[config.mk]
export PLATFORM = sky130hd
export DESIGN_NAME = bsp_clkgen_spi
export DESIGN_NICKNAME = d
export VERILOG_FILES = /design/src/hw/bsp_pkg.sv /design/src/hw/bsp_clkgen_spi.sv
export SDC_FILE = /design/constraint.sdc
export NUM_CORES = 1
export LEC_CHECK = 0
export BUFFER_PORTS_ARGS = -buffer_cell sky130_fd_sc_hd__buf_2
export CORE_ASPECT_RATIO = 2
export CORE_MARGIN = 5
export CORE_UTILIZATION = 30
export CTS_CLUSTER_SIZE = 40
export DETAILED_ROUTE_END_ITERATION = 6
export PLACE_DENSITY_LB_ADDON = 0.15
export SLEW_MARGIN = 10
export SYNTH_ARGS = -nofsm -noshare
export SYNTH_HDL_FRONTEND = slang
export SYNTH_SLANG_ARGS = --single-unit
[constraint.sdc]
create_clock -name CLK_I -period 4.3 [get_ports CLK_I]
set_input_delay 0.43 -clock CLK_I [delete_from_list [all_inputs] [get_ports CLK_I]]
set_output_delay 0.43 -clock CLK_I [all_outputs]
set_load 0.005 [all_outputs]
[src/hw/bsp_pkg.sv]
// Purpose: Shared constants for the serial port clock generator and clock-stop SPI block
// Assumes: One 100 MHz clock, synchronous active-high reset
// Notes:   Widths fixed; the divide field width is a plain choice
package bsp_pkg;
    localparam int unsigned CLK_PERIOD_NS = 10;
    localparam int unsigned DIV_W         = 8;
    localparam int unsigned LEN_W         = DIV_W + 1;
    localparam int unsigned BITS_W        = 6;
    localparam int unsigned NSYNC         = 5;
    // Synchroniser lanes
    localparam int unsigned SY_EXT   = 0;
    localparam int unsigned SY_TXCLK = 1;
    localparam int unsigned SY_TXFS  = 2;
    localparam int unsigned SY_RXCLK = 3;
    localparam int unsigned SY_RXFS  = 4;
    // Clock-stop field codes that select SPI operation
    localparam logic [1:0] CLKSTOP_SPI_NODLY = 2'h2;
    localparam logic [1:0] CLKSTOP_SPI_DLY   = 2'h3;
    localparam int unsigned CLKSTOP_SPI_BIT  = 1;
    // Forced slave-mode generator setting: CPU source, divide value one, so half the CPU clock
    localparam logic             SRC_CPU       = 1'b1;
    localparam logic [DIV_W-1:0] SLAVE_DIV     = 8'h01;
    localparam logic [LEN_W-1:0] LEN_ONE       = 9'h001;
    localparam logic [DIV_W-1:0] DIV_RST       = 8'h00;
    localparam logic [BITS_W-1:0] BITS_ONE     = 6'h01;
    // Transfer sequence, Gray coded along idle-setup-run-hold
    typedef enum logic [1:0] {
        ST_IDLE  = 2'h0,
        ST_SETUP = 2'h1,
        ST_RUN   = 2'h3,
        ST_HOLD  = 2'h2
    } bsp_state_e;
endpackage : bsp_pkg

[src/hw/bsp_clkgen_spi.sv]
// Purpose: Sample-rate generator and clock-stop SPI framing for a buffered serial port
// Assumes: Pins and the external sample clock are asynchronous; config ports are static
// Notes:   Notes on behaviour below
`timescale 1ns/1ps
`default_nettype none
module bsp_clkgen_spi (
    input  wire logic                        CLK_I,
    input  wire logic                        SRST_I,
    input  wire logic                        SRG_SOURCE_SELECT_I,
    input  wire logic [bsp_pkg::DIV_W-1:0]   CLOCK_DIVIDE_VALUE_I,
    input  wire logic [1:0]                  CLOCK_STOP_FIELD_I,
    input  wire logic                        SPI_MASTER_I,
    input  wire logic                        TX_CLOCK_POLARITY_I,
    input  wire logic                        RX_CLOCK_POLARITY_I,
    input  wire logic                        TX_FSYNC_POLARITY_I,
    input  wire logic                        RX_FSYNC_POLARITY_I,
    input  wire logic                        TX_CLOCK_DIRECTION_I,
    input  wire logic                        RX_CLOCK_DIRECTION_I,
    input  wire logic                        TX_FSYNC_DIRECTION_I,
    input  wire logic                        RX_FSYNC_DIRECTION_I,
    input  wire logic                        FRAME_START_I,
    input  wire logic [bsp_pkg::BITS_W-1:0]  XFER_BITS_I,
    input  wire logic                        EXT_SAMPLE_CLK_I,
    input  wire logic                        TX_BIT_CLOCK_I,
    output logic                             TX_BIT_CLOCK_O,
    output logic                             TX_BIT_CLOCK_OE_O,
    input  wire logic                        TX_FRAME_SYNC_I,
    output logic                             TX_FRAME_SYNC_O,
    output logic                             TX_FRAME_SYNC_OE_O,
    input  wire logic                        RX_BIT_CLOCK_I,
    output logic                             RX_BIT_CLOCK_O,
    output logic                             RX_BIT_CLOCK_OE_O,
    input  wire logic                        RX_FRAME_SYNC_I,
    output logic                             RX_FRAME_SYNC_O,
    output logic                             RX_FRAME_SYNC_OE_O,
    output logic                             SRG_OUTPUT_CLOCK_O,
    output logic                             SRG_RISE_O,
    output logic                             INT_TX_CLK_O,
    output logic                             INT_RX_CLK_O,
    output logic                             INT_TX_FS_O,
    output logic                             INT_RX_FS_O,
    output logic                             SPI_ACTIVE_O,
    output logic                             BUSY_O,
    output logic                             DONE_O
);
    typedef struct packed {
        logic [bsp_pkg::NSYNC-1:0]  meta;
        logic [bsp_pkg::NSYNC-1:0]  sync;
        logic                       ext_prev;
        logic [bsp_pkg::LEN_W-1:0]  cnt;
        logic                       srg_output_clock;
        logic                       rise;
        bsp_pkg::bsp_state_e        state;
        logic [bsp_pkg::BITS_W-1:0] bitcnt;
        logic                       done;
        logic                       spi;
        logic [3:0]                 oe;
        logic [3:0]                 pin;
        logic [3:0]                 intl;
    } bsp_regs_s;

    bsp_regs_s q;
    bsp_regs_s d;

    logic                      spi_mode;
    logic                      slave;
    logic                      eff_src;
    logic [bsp_pkg::DIV_W-1:0] eff_div;
    logic                      in_tick;
    logic                      toggle;
    logic [bsp_pkg::LEN_W-1:0] len_hi;
    logic [bsp_pkg::LEN_W-1:0] len_lo;
    logic                      fs_act;
    logic                      txfs_pol;
    logic                      rxfs_pol;

    // Phase length in input ticks; a zero divide is clamped to one tick per phase
    function automatic logic [bsp_pkg::LEN_W-1:0] phase_len(
        input logic [bsp_pkg::DIV_W-1:0] dv,
        input logic                      hi
    );
        logic [bsp_pkg::LEN_W-1:0] half;
        half = ({1'b0, dv} + bsp_pkg::LEN_ONE) >> 1;
        if (!dv[0] && (dv != bsp_pkg::DIV_RST)) begin
            phase_len = hi ? ({1'b0, dv} >> 1) + bsp_pkg::LEN_ONE : ({1'b0, dv} >> 1);
        end else begin
            phase_len = (half == '0) ? bsp_pkg::LEN_ONE : half;
        end
    endfunction : phase_len

    always_comb begin
        spi_mode = CLOCK_STOP_FIELD_I[bsp_pkg::CLKSTOP_SPI_BIT];
        slave    = spi_mode && !SPI_MASTER_I;
        eff_src  = slave ? bsp_pkg::SRC_CPU : SRG_SOURCE_SELECT_I;
        eff_div  = slave ? bsp_pkg::SLAVE_DIV : CLOCK_DIVIDE_VALUE_I;
        txfs_pol = spi_mode ? 1'b1 : TX_FSYNC_POLARITY_I;
        rxfs_pol = spi_mode ? 1'b1 : RX_FSYNC_POLARITY_I;
        len_hi   = phase_len(eff_div, 1'b1);
        len_lo   = phase_len(eff_div, 1'b0);
        d        = q;
        d.meta   = {RX_FRAME_SYNC_I, RX_BIT_CLOCK_I, TX_FRAME_SYNC_I, TX_BIT_CLOCK_I,
                    EXT_SAMPLE_CLK_I};
        d.sync   = q.meta;
        d.ext_prev = q.sync[bsp_pkg::SY_EXT];
        in_tick  = eff_src || (q.sync[bsp_pkg::SY_EXT] && !q.ext_prev);
        toggle   = in_tick && (q.cnt == '0);
        if (in_tick) begin
            if (toggle) begin
                d.srg_output_clock = !q.srg_output_clock;
                d.cnt  = (q.srg_output_clock ? len_lo : len_hi) - bsp_pkg::LEN_ONE;
            end else begin
                d.cnt  = q.cnt - bsp_pkg::LEN_ONE;
            end
        end
        d.rise = toggle && !q.srg_output_clock;
        d.done = 1'b0;
        unique case (q.state)
            bsp_pkg::ST_IDLE: begin
                if (FRAME_START_I && (spi_mode ? SPI_MASTER_I : TX_FSYNC_DIRECTION_I)) begin
                    d.state = bsp_pkg::ST_SETUP;
                end
            end
            bsp_pkg::ST_SETUP: begin
                if (d.rise) begin
                    d.state  = spi_mode ? bsp_pkg::ST_RUN : bsp_pkg::ST_IDLE;
                    d.bitcnt = '0;
                    d.done   = !spi_mode;
                end
            end
            bsp_pkg::ST_RUN: begin
                if (d.rise) begin
                    if (q.bitcnt == XFER_BITS_I) begin
                        d.state = bsp_pkg::ST_HOLD;
                    end else begin
                        d.bitcnt = q.bitcnt + bsp_pkg::BITS_ONE;
                    end
                end
            end
            bsp_pkg::ST_HOLD: begin
                if (toggle && q.srg_output_clock) begin
                    d.state = bsp_pkg::ST_IDLE;
                    d.done  = 1'b1;
                end
            end
        endcase
        fs_act = (d.state != bsp_pkg::ST_IDLE);
        d.spi  = spi_mode;
        // pin directions; oe order is rxfs, rxclk, txfs, txclk
        if (spi_mode) begin
            d.oe = SPI_MASTER_I ? 4'h3 : 4'h0;
        end else begin
            d.oe = {RX_FSYNC_DIRECTION_I, RX_CLOCK_DIRECTION_I,
                    TX_FSYNC_DIRECTION_I, TX_CLOCK_DIRECTION_I};
        end
        // polarity on driven pins; SPI clock stops outside a transfer
        d.pin[0] = ((spi_mode ? (d.state == bsp_pkg::ST_RUN) && d.srg_output_clock : d.srg_output_clock))
                   ^ TX_CLOCK_POLARITY_I;
        d.pin[1] = fs_act ^ txfs_pol;
        d.pin[2] = d.srg_output_clock ^ RX_CLOCK_POLARITY_I;
        d.pin[3] = fs_act ^ rxfs_pol;
        d.intl[0] = d.oe[0] ? d.pin[0] ^ TX_CLOCK_POLARITY_I
                            : q.sync[bsp_pkg::SY_TXCLK] ^ TX_CLOCK_POLARITY_I;
        d.intl[1] = d.oe[1] ? fs_act : q.sync[bsp_pkg::SY_TXFS] ^ txfs_pol;
        d.intl[2] = d.oe[2] ? d.srg_output_clock : q.sync[bsp_pkg::SY_RXCLK] ^ RX_CLOCK_POLARITY_I;
        d.intl[3] = d.oe[3] ? fs_act : q.sync[bsp_pkg::SY_RXFS] ^ rxfs_pol;
    end

    always_ff @(posedge CLK_I) begin
        if (SRST_I) begin
            q       <= '0;
            q.state <= bsp_pkg::ST_IDLE;
        end else begin
            q <= d;
        end
    end

    assign TX_BIT_CLOCK_O     = q.pin[0];
    assign TX_FRAME_SYNC_O    = q.pin[1];
    assign RX_BIT_CLOCK_O     = q.pin[2];
    assign RX_FRAME_SYNC_O    = q.pin[3];
    assign TX_BIT_CLOCK_OE_O  = q.oe[0];
    assign TX_FRAME_SYNC_OE_O = q.oe[1];
    assign RX_BIT_CLOCK_OE_O  = q.oe[2];
    assign RX_FRAME_SYNC_OE_O = q.oe[3];
    assign INT_TX_CLK_O       = q.intl[0];
    assign INT_TX_FS_O        = q.intl[1];
    assign INT_RX_CLK_O       = q.intl[2];
    assign INT_RX_FS_O        = q.intl[3];
    assign SRG_OUTPUT_CLOCK_O = q.srg_output_clock;
    assign SRG_RISE_O         = q.rise;
    assign SPI_ACTIVE_O       = q.spi;
    assign BUSY_O             = (q.state != bsp_pkg::ST_IDLE);
    assign DONE_O             = q.done;

    // Checking helpers: ticks seen in the current phase, and whether the
    // divide setting held steady since the phase began
    logic [bsp_pkg::LEN_W-1:0] ph_cnt;
    logic                      ph_ok;
    logic [bsp_pkg::DIV_W-1:0] ph_div;
    logic [bsp_pkg::LEN_W:0]   per_cnt;
    logic                      per_ok;
    always_ff @(posedge CLK_I) begin
        if (SRST_I) begin
            ph_cnt  <= '0;
            ph_ok   <= 1'b0;
            ph_div  <= bsp_pkg::DIV_RST;
            per_cnt <= '0;
            per_ok  <= 1'b0;
        end else begin
            if (toggle) begin
                ph_cnt <= '0;
                ph_ok  <= 1'b1;
                ph_div <= eff_div;
            end else if (in_tick) begin
                ph_cnt <= ph_cnt + bsp_pkg::LEN_ONE;
            end
            if (eff_div != ph_div) begin
                ph_ok <= 1'b0;
            end
            if (toggle && !q.srg_output_clock) begin
                per_cnt <= '0;
                per_ok  <= ph_ok && (eff_div == ph_div);
            end else if (in_tick) begin
                per_cnt <= per_cnt + 10'h001;
            end
        end
    end

    AST_PERIOD: assert property (@(posedge CLK_I) disable iff (SRST_I)
        (toggle && !q.srg_output_clock && per_ok && ph_ok && eff_div == ph_div && eff_div != '0)
        |-> (per_cnt + 10'h001 == {2'h0, eff_div} + 10'h001))
        else $error("bit clock period differs from divide plus one");
    AST_HIGH_EVEN: assert property (@(posedge CLK_I) disable iff (SRST_I)
        (toggle && q.srg_output_clock && ph_ok && eff_div == ph_div && !eff_div[0] && eff_div != '0)
        |-> (ph_cnt + bsp_pkg::LEN_ONE == ({1'b0, eff_div} >> 1) + bsp_pkg::LEN_ONE))
        else $error("even divide high phase length wrong");
    AST_LOW_EVEN: assert property (@(posedge CLK_I) disable iff (SRST_I)
        (toggle && !q.srg_output_clock && ph_ok && eff_div == ph_div && !eff_div[0] && eff_div != '0)
        |-> (ph_cnt + bsp_pkg::LEN_ONE == ({1'b0, eff_div} >> 1)))
        else $error("even divide low phase length wrong");
    AST_ODD_PHASE: assert property (@(posedge CLK_I) disable iff (SRST_I)
        (toggle && ph_ok && eff_div == ph_div && eff_div[0])
        |-> (ph_cnt + bsp_pkg::LEN_ONE == ({1'b0, eff_div} + bsp_pkg::LEN_ONE) >> 1))
        else $error("odd divide phase length wrong");
    AST_CPU_SOURCE: assert property (@(posedge CLK_I) disable iff (SRST_I)
        (SRG_SOURCE_SELECT_I && q.cnt != '0) |=> (q.cnt == $past(q.cnt) - bsp_pkg::LEN_ONE))
        else $error("generator did not count on the CPU clock");
    AST_SLAVE_HALF: assert property (@(posedge CLK_I) disable iff (SRST_I)
        (slave && q.cnt == '0) [*3] |-> (q.srg_output_clock != $past(q.srg_output_clock)))
        else $error("slave generator is not half the CPU clock");
    AST_SPI_SEEN: assert property (@(posedge CLK_I) disable iff (SRST_I)
        (CLOCK_STOP_FIELD_I == bsp_pkg::CLKSTOP_SPI_NODLY ||
         CLOCK_STOP_FIELD_I == bsp_pkg::CLKSTOP_SPI_DLY) |=> SPI_ACTIVE_O)
        else $error("SPI mode not entered");
    AST_MASTER_DIR: assert property (@(posedge CLK_I) disable iff (SRST_I)
        (spi_mode && SPI_MASTER_I) |=> (TX_BIT_CLOCK_OE_O && TX_FRAME_SYNC_OE_O &&
                                        !RX_BIT_CLOCK_OE_O && !RX_FRAME_SYNC_OE_O))
        else $error("SPI master pin directions wrong");
    AST_SLAVE_DIR: assert property (@(posedge CLK_I) disable iff (SRST_I)
        slave |=> !(TX_BIT_CLOCK_OE_O || TX_FRAME_SYNC_OE_O ||
                    RX_BIT_CLOCK_OE_O || RX_FRAME_SYNC_OE_O))
        else $error("SPI slave drives a pin");
    AST_SELECT_LOW: assert property (@(posedge CLK_I) disable iff (SRST_I)
        (spi_mode && SPI_MASTER_I && q.state == bsp_pkg::ST_SETUP) |=> !TX_FRAME_SYNC_O)
        else $error("slave select not driven low");
    AST_SETUP_EDGE: assert property (@(posedge CLK_I) disable iff (SRST_I)
        (q.state == bsp_pkg::ST_SETUP ##1 q.state == bsp_pkg::ST_RUN)
        |-> ($rose(q.srg_output_clock) && !TX_FRAME_SYNC_O))
        else $error("transfer did not begin on a rising edge");
    AST_SLAVE_FS: assert property (@(posedge CLK_I) disable iff (SRST_I)
        slave |=> (INT_TX_FS_O == !$past(q.sync[bsp_pkg::SY_TXFS])))
        else $error("slave select not inverted internally");
    AST_CLK_POL: assert property (@(posedge CLK_I) disable iff (SRST_I)
        (!spi_mode && TX_CLOCK_DIRECTION_I) |=>
        (TX_BIT_CLOCK_O == (q.srg_output_clock ^ $past(TX_CLOCK_POLARITY_I))))
        else $error("transmit clock polarity not applied");
endmodule : bsp_clkgen_spi
`default_nettype wire

# Word-level counts from Yosys, hierarchy flattened
# Cells that the tools add are included.
# totals
ff_bits	44
in_bits	34
output_inout_bits	17
word_cells	87
# op_classes
add_sub_neg	5
eq_ne	8
n_mux	30
bitwise	9
reduce_logical	22
# ops
cell	n
two-way mux 9 bit	5
two-way mux 8 bit	3
zero test 9 bit	2
subtractor 9 x 1 -> 9 bit, second input constant	2
two-way mux 1 bit	12
case mux 6 bit (2 select lines)	1
two-way mux 2 bit	5
adder 8 x 1 -> 9 bit, second input constant	1
XOR 1 bit	9
adder 7 x 1 -> 8 bit, second input constant	1
logical AND 1 bit	8
case mux 2 bit (4 select lines)	1
nonzero test 8 bit	1
adder 6 x 1 -> 6 bit, second input constant	1
equality test 2 bit, second input constant	3
equality test 6 bit	1
two-way mux 6 bit	1
!= test 2 bit, second input constant	3
nonzero test 2 bit	3
zero test 1 bit	5
two-way mux 4 bit	1
AND reduction 4 bit	1
equality test 2 x 1 -> 1 bit, second input constant	1
zero test 2 bit	1
other kinds (2)	2

# Logic depth before layout (Yosys ltp)
# logic_depth
word_depth	14
ltp_mapped	16
depth_no_buf	13

# Worst setup path after synthesis
# Ideal clock, no wire load.
# synth_path
path_kind	input port to flip-flop
startpoint	input CLOCK_STOP_FIELD_I[1]
endpoint	register q[32] (netlist name)
setup_ns	0.071
arrival_time_ns	3.146
t_required_ns	4.229
path_slack_ns	1.084
cell_stages	13
n_path_buf	2
path_cell_list	buf_2 -> nand2b_1 -> clkbuf_1 -> nand2_1 -> ha_1 -> nor4b_4 -> a2111o_1 -> and3_1 -> o221ai_1 -> ha_1 -> nand3_1 -> or4_1 -> a21oi_1
# synth_via
elab_chain_len	9
elab_cells_between_ends	17
classes_between	add/sub (3); mux (7); reduce/logical (7)
# synth_rtl
element	line	rtl
start, declared	bsp_clkgen_spi.sv:11	input wire logic [1:0] CLOCK_STOP_FIELD_I,
logical AND 1 bit (*)	bsp_clkgen_spi.sv:93	slave = spi_mode && !SPI_MASTER_I;
two-way mux 8 bit	bsp_clkgen_spi.sv:95	eff_div = slave ? bsp_pkg::SLAVE_DIV : CLOCK_DIVIDE_VALUE_I;
adder 8 x 1 -> 9 bit	bsp_clkgen_spi.sv:83	half = ({1'b0, dv} + bsp_pkg::LEN_ONE) >> 1;
zero test 9 bit	bsp_clkgen_spi.sv:87	phase_len = (half == '0) ? bsp_pkg::LEN_ONE : half;
two-way mux 8 bit	bsp_clkgen_spi.sv:87	
two-way mux 9 bit	bsp_clkgen_spi.sv:84	if (!dv[0] && (dv != bsp_pkg::DIV_RST)) begin
two-way mux 9 bit	bsp_clkgen_spi.sv:110	d.cnt = (q.srg_output_clock ? len_lo : len_hi) - bsp_pkg::LEN_ONE;
subtractor 9 x 1 -> 9 bit	bsp_clkgen_spi.sv:110	
two-way mux 9 bit	bsp_clkgen_spi.sv:108	if (toggle) begin
end, declared	bsp_clkgen_spi.sv:62	bsp_regs_s q;
# Mark *: on every way between the ends. The rest lies on a longest branch, timed or not.
# A chain may end at the register's enable or synchronous reset.

# Worst setup path after layout
# layout_path
startpoint	input SPI_MASTER_I
endpoint	register q[32] (netlist name)
# layout_via
elab_chain_len	10
elab_cells_between_ends	18
classes_between	add/sub (3); mux (7); reduce/logical (8)
# layout_rtl
element	line	rtl
start, declared	bsp_clkgen_spi.sv:12	input wire logic SPI_MASTER_I,
zero test 1 bit (*)	bsp_clkgen_spi.sv:93	
logical AND 1 bit (*)	bsp_clkgen_spi.sv:93	
two-way mux 8 bit	bsp_clkgen_spi.sv:95	
adder 8 x 1 -> 9 bit	bsp_clkgen_spi.sv:83	
zero test 9 bit	bsp_clkgen_spi.sv:87	
two-way mux 8 bit	bsp_clkgen_spi.sv:87	
two-way mux 9 bit	bsp_clkgen_spi.sv:84	
two-way mux 9 bit	bsp_clkgen_spi.sv:110	
subtractor 9 x 1 -> 9 bit	bsp_clkgen_spi.sv:110	
two-way mux 9 bit	bsp_clkgen_spi.sv:108	
# Marked as above.

==> impl_metrics.py <==
metrics = {
    "worst_setup_path": {
        "path_buf_inv": 2,
        "critical_path.endpoint": "q[32]$_SDFFE_PP0N_",
        "cp_top_family": "simple AND/OR/NAND/NOR gates",
        "cp_data_arrival_time_ns": 3.57,
        "slowest_stage": "or4_1",
        "crit_path_start": "SPI_MASTER_I",
        "slowest_delay_ns": 0.51,
        "path_cells": "buf_2, nand2b_1, nand2b_1, inv_1, ha_1, nor4b_4, a211oi_2, or3_1, a31oi_1, or2_2, ha_1, nand3_1, or4_1, a21oi_1",
        "worst-path-stages": 14,
        "cp-start-kind": "input port",
        "reg2regPathDepth": 8,
        "r2r_end": "q[32]$_SDFFE_PP0N_",
        "worstPathMaxFanout": 8,
        "critical_path_class": "input port to flip-flop",
        "rrSetupSlack_ns": 1.56,
        "crit_required_ns": 4.51,
        "r2r-start": "SRG_OUTPUT_CLOCK_O$_SDFF_PP0_",
        "endpoint_kind": "flip-flop",
    },
    "placed_design": {
        "io_buffers": 49,
        "dpl.hpwl_um": 5610,
        "routabilityCongestion": 0.891,
        "dp_worst_setup_slack_ns": 0.619,
    },
    "synth": {
        "synth_cell_types": 68,
        "synth_ff_type": "dfxtp_1",
        "synth_edf_count": 0,
        "avgSynthCellArea_um2": 8.48,
        "synth_seq_cells": 44,
        "yosysSeqAreaShare_pct": 33.9,
        "syn_inst": 306,
        "synth_area_um2": 2590,
        "async_flop_share_pct": 0,
        "yosys_warnings": 0,
        "synth_nets": 351,
    },
    "die": {
        "core_area_um2": 8530,
        "die_y_um": 142,
        "initial_core_util_pct": 30.4,
        "die_w_um": 75.8,
        "dieArea_um2": 10700,
        "rows": 48,
        "ioPinCount": 51,
    },
    "routing": {
        "wl_met1_um": 2450,
        "routed_via_density": 5.09,
        "wl_met3_um": 228,
        "routed_wl_um": 7040,
        "route.detailed.drc": 0,
        "ant_nets": 0,
        "dr_wl_met2_um": 4210,
        "routedWlPerCell_um": 15.5,
        "drtIter0Drc": 65,
        "highest_layer": "met4",
        "drtPass1Iterations": 4,
        "via_count": 2306,
    },
    "clock_tree": {
        "cts_resized": 0,
        "clk_latency_ns": 0.28,
        "clock_path_buffers": 2,
        "clock-sinks": 44,
        "cts_tree": "yes",
        "cts_hold_buffers": 0,
        "numCtsBuffers": 5,
        "postCtsSetupBuffers": 0,
        "h-tree-depth": 2,
        "clock-root-buffer": "clkbuf_16",
        "cts.clk_slew.worst_paths_ns": 0.06,
    },
    "timing": {
        "hold_violations": 0,
        "final-setup-viol-count": 0,
        "maxSlewViolCount": 0,
        "fmax_ghz": 0.298,
        "finalCritPeriodShare_pct": 78.0,
        "setup_ws_ns": 0.947,
        "hold_ws_ns": 0.350,
        "rsz0062_at_grt": "no",
        "skew_ns": 0.00382,
        "tns_ns": 0,
        "worstMarginPinSlew_ns": 0.670,
        "slew_headroom_pct": 55.3,
        "fin_crit_ns": 3.35,
    },
    "power_and_ir_drop": {
        "powerDensity_nw_per_um2": 438,
        "vdd.ir_drop.worst_v": 0.000185,
        "leakagePower_uw": 0.00131,
    },
    "layout": {
        "synthToLayoutAreaGrowth_pct": 18.5,
        "finalCoreUtilization_pct": 36.0,
        "drive_above_1_share_pct": 22.4,
        "num_antenna_cells": 0,
        "nets": 398,
    },
    "global_route": {
        "grt_max_degree": 38,
        "grt_first_pass_wirelength_um": 11200,
        "grt_remaining_overflow": 0,
        "first_global_vias": 2354,
        "antenna_found_initial": 0,
        "grt.total_usage_pct": 13.9,
    },
    "outcome": {
        "status": "completed",
    },
    "hold_path": {
        "hold_class": "input port to flip-flop",
    },
    "flow_run": {
        "maxCapViolCount": 0,
    },
}
==> layout by cell type, fill, tap and decap left out, types with 3 or more instances in the layout <==
| master | instances |
|---|---|
| nor3b_1 | 4 |
| ha_1 | 11 |
| xor2_1 | 14 |
| o21ai_0 | 6 |
| a211oi_1 | 3 |
| nor3_1 | 7 |
| xnor2_1 | 12 |
| clkbuf_16 | 5 |
| buf_2 | 49 |
| nor4_1 | 4 |
| buf_4 | 5 |
| or3_1 | 5 |
| o21ai_1 | 3 |
| o211ai_1 | 3 |
| nand2b_1 | 5 |
| o31ai_1 | 3 |
| inv_1 | 19 |
| nand4_1 | 3 |
| nor2b_1 | 13 |
| nor2_1 | 37 |
| dfxtp_1 | 44 |
| a21oi_1 | 8 |
| a31oi_1 | 4 |
| nand2_1 | 17 |
| nand3_1 | 9 |
| and3_1 | 5 |
==> metal layers <==
metal | vias up | GRT usage (%)
li1 | 1179 | -
met5 | - | 0
met4 | 0 | 5.90
met1 | 1071 | 12.5
met3 | 8 | 1.99
met2 | 48 | 28.1
==> per-stage QoR <==
stage,cell area (µm²),power [µW],instances
2_1_floorplan,2590,845,306
3_3_place_gp,2940,985,446
3_5_place_dp,2940,993,446
4_1_cts,3070,1370,453
5_1_grt,3070,1440,453
6_report,3070,1350,453
==> area by class of cell <==
| class | count | area [µm²] |
|---|---|---|
| fillers | 927 | 5450 |
| multi-input cells | 229 | 1580 |
| flip-flops and latches | 44 | 881 |
| repair buffers | 54 | 283 |
| clock buffers | 5 | 125 |
| well taps | 100 | 125 |
| inverters | 19 | 71.3 |
| clock inverters | 2 | 12.5 |
==> synthesized netlist by cell type (all sizes together), types with 5 or more instances <==
master	n	area share, %
a21oi	8	1.5
a31oi	5	1.8
and3	5	1.2
buf	5	1.3
clkbuf	9	1.3
dfxtp	44	34
ha	11	5.3
inv	19	2.7
nand2	17	2.5
nand2b	5	1.2
nand3	10	2.1
nor2	37	5.4
nor2b	13	3.1
nor3	8	1.7
o21ai	9	1.7
or3	5	1.2
xnor2	12	4.1
xor2	14	4.7
==> registers in the layout, summed over array words and instances, names as in the netlist <==
register,flops
INT_TX_FS_O,1
TX_BIT_CLOCK_OE_O,1
INT_TX_CLK_O,1
RX_FRAME_SYNC_OE_O,1
RX_BIT_CLOCK_OE_O,1
RX_BIT_CLOCK_O,1
TX_FRAME_SYNC_OE_O,1
TX_FRAME_SYNC_O,1
DONE_O,1
q,22
INT_RX_FS_O,1
TX_BIT_CLOCK_O,1
SRG_OUTPUT_CLOCK_O,1
d,6
SPI_ACTIVE_O,1
INT_RX_CLK_O,1
RX_FRAME_SYNC_O,1
SRG_RISE_O,1
==> worst min-delay path by stage <==
stage | startpoint | to | slack [ns] | cells past startpoint
after CTS | RX_BIT_CLOCK_I | d[37]$_SDFF_PP0_ | 0.35 | 2
final | RX_BIT_CLOCK_I | d[37]$_SDFF_PP0_ | 0.35 | 2
after floorplan | d[34]$_SDFF_PP0_ | d[33]$_SDFF_PP0_ | 0.41 | 1
after detailed placement | d[38]$_SDFF_PP0_ | q[38]$_SDFF_PP0_ | 0.43 | 1
after global routing | RX_BIT_CLOCK_I | d[37]$_SDFF_PP0_ | 0.36 | 2
after global placement | d[37]$_SDFF_PP0_ | q[37]$_SDFF_PP0_ | 0.42 | 1
==> power by group <==
| group | internal, µW | switching (µW) | leakage (µW) |
|---|---|---|---|
| Clock | 211 | 155 | 0.0000657 |
| Combinational | 203 | 272 | 0.000882 |
| Sequential | 461 | 46.0 | 0.000362 |
==> cells by family (layout without fill, tap and decap cells) <==
family,after synthesis,in the layout,synth area share (%)
fa+ha+maj,11,11,5.30
xor+xnor,26,26,8.78
compound gates,63,63,18.9
buf+inv,33,80,5.30
flops,44,44,33.9
simple gates,125,125,26.1
mux,4,4,1.64
Power figures use the tool's default switching activity.
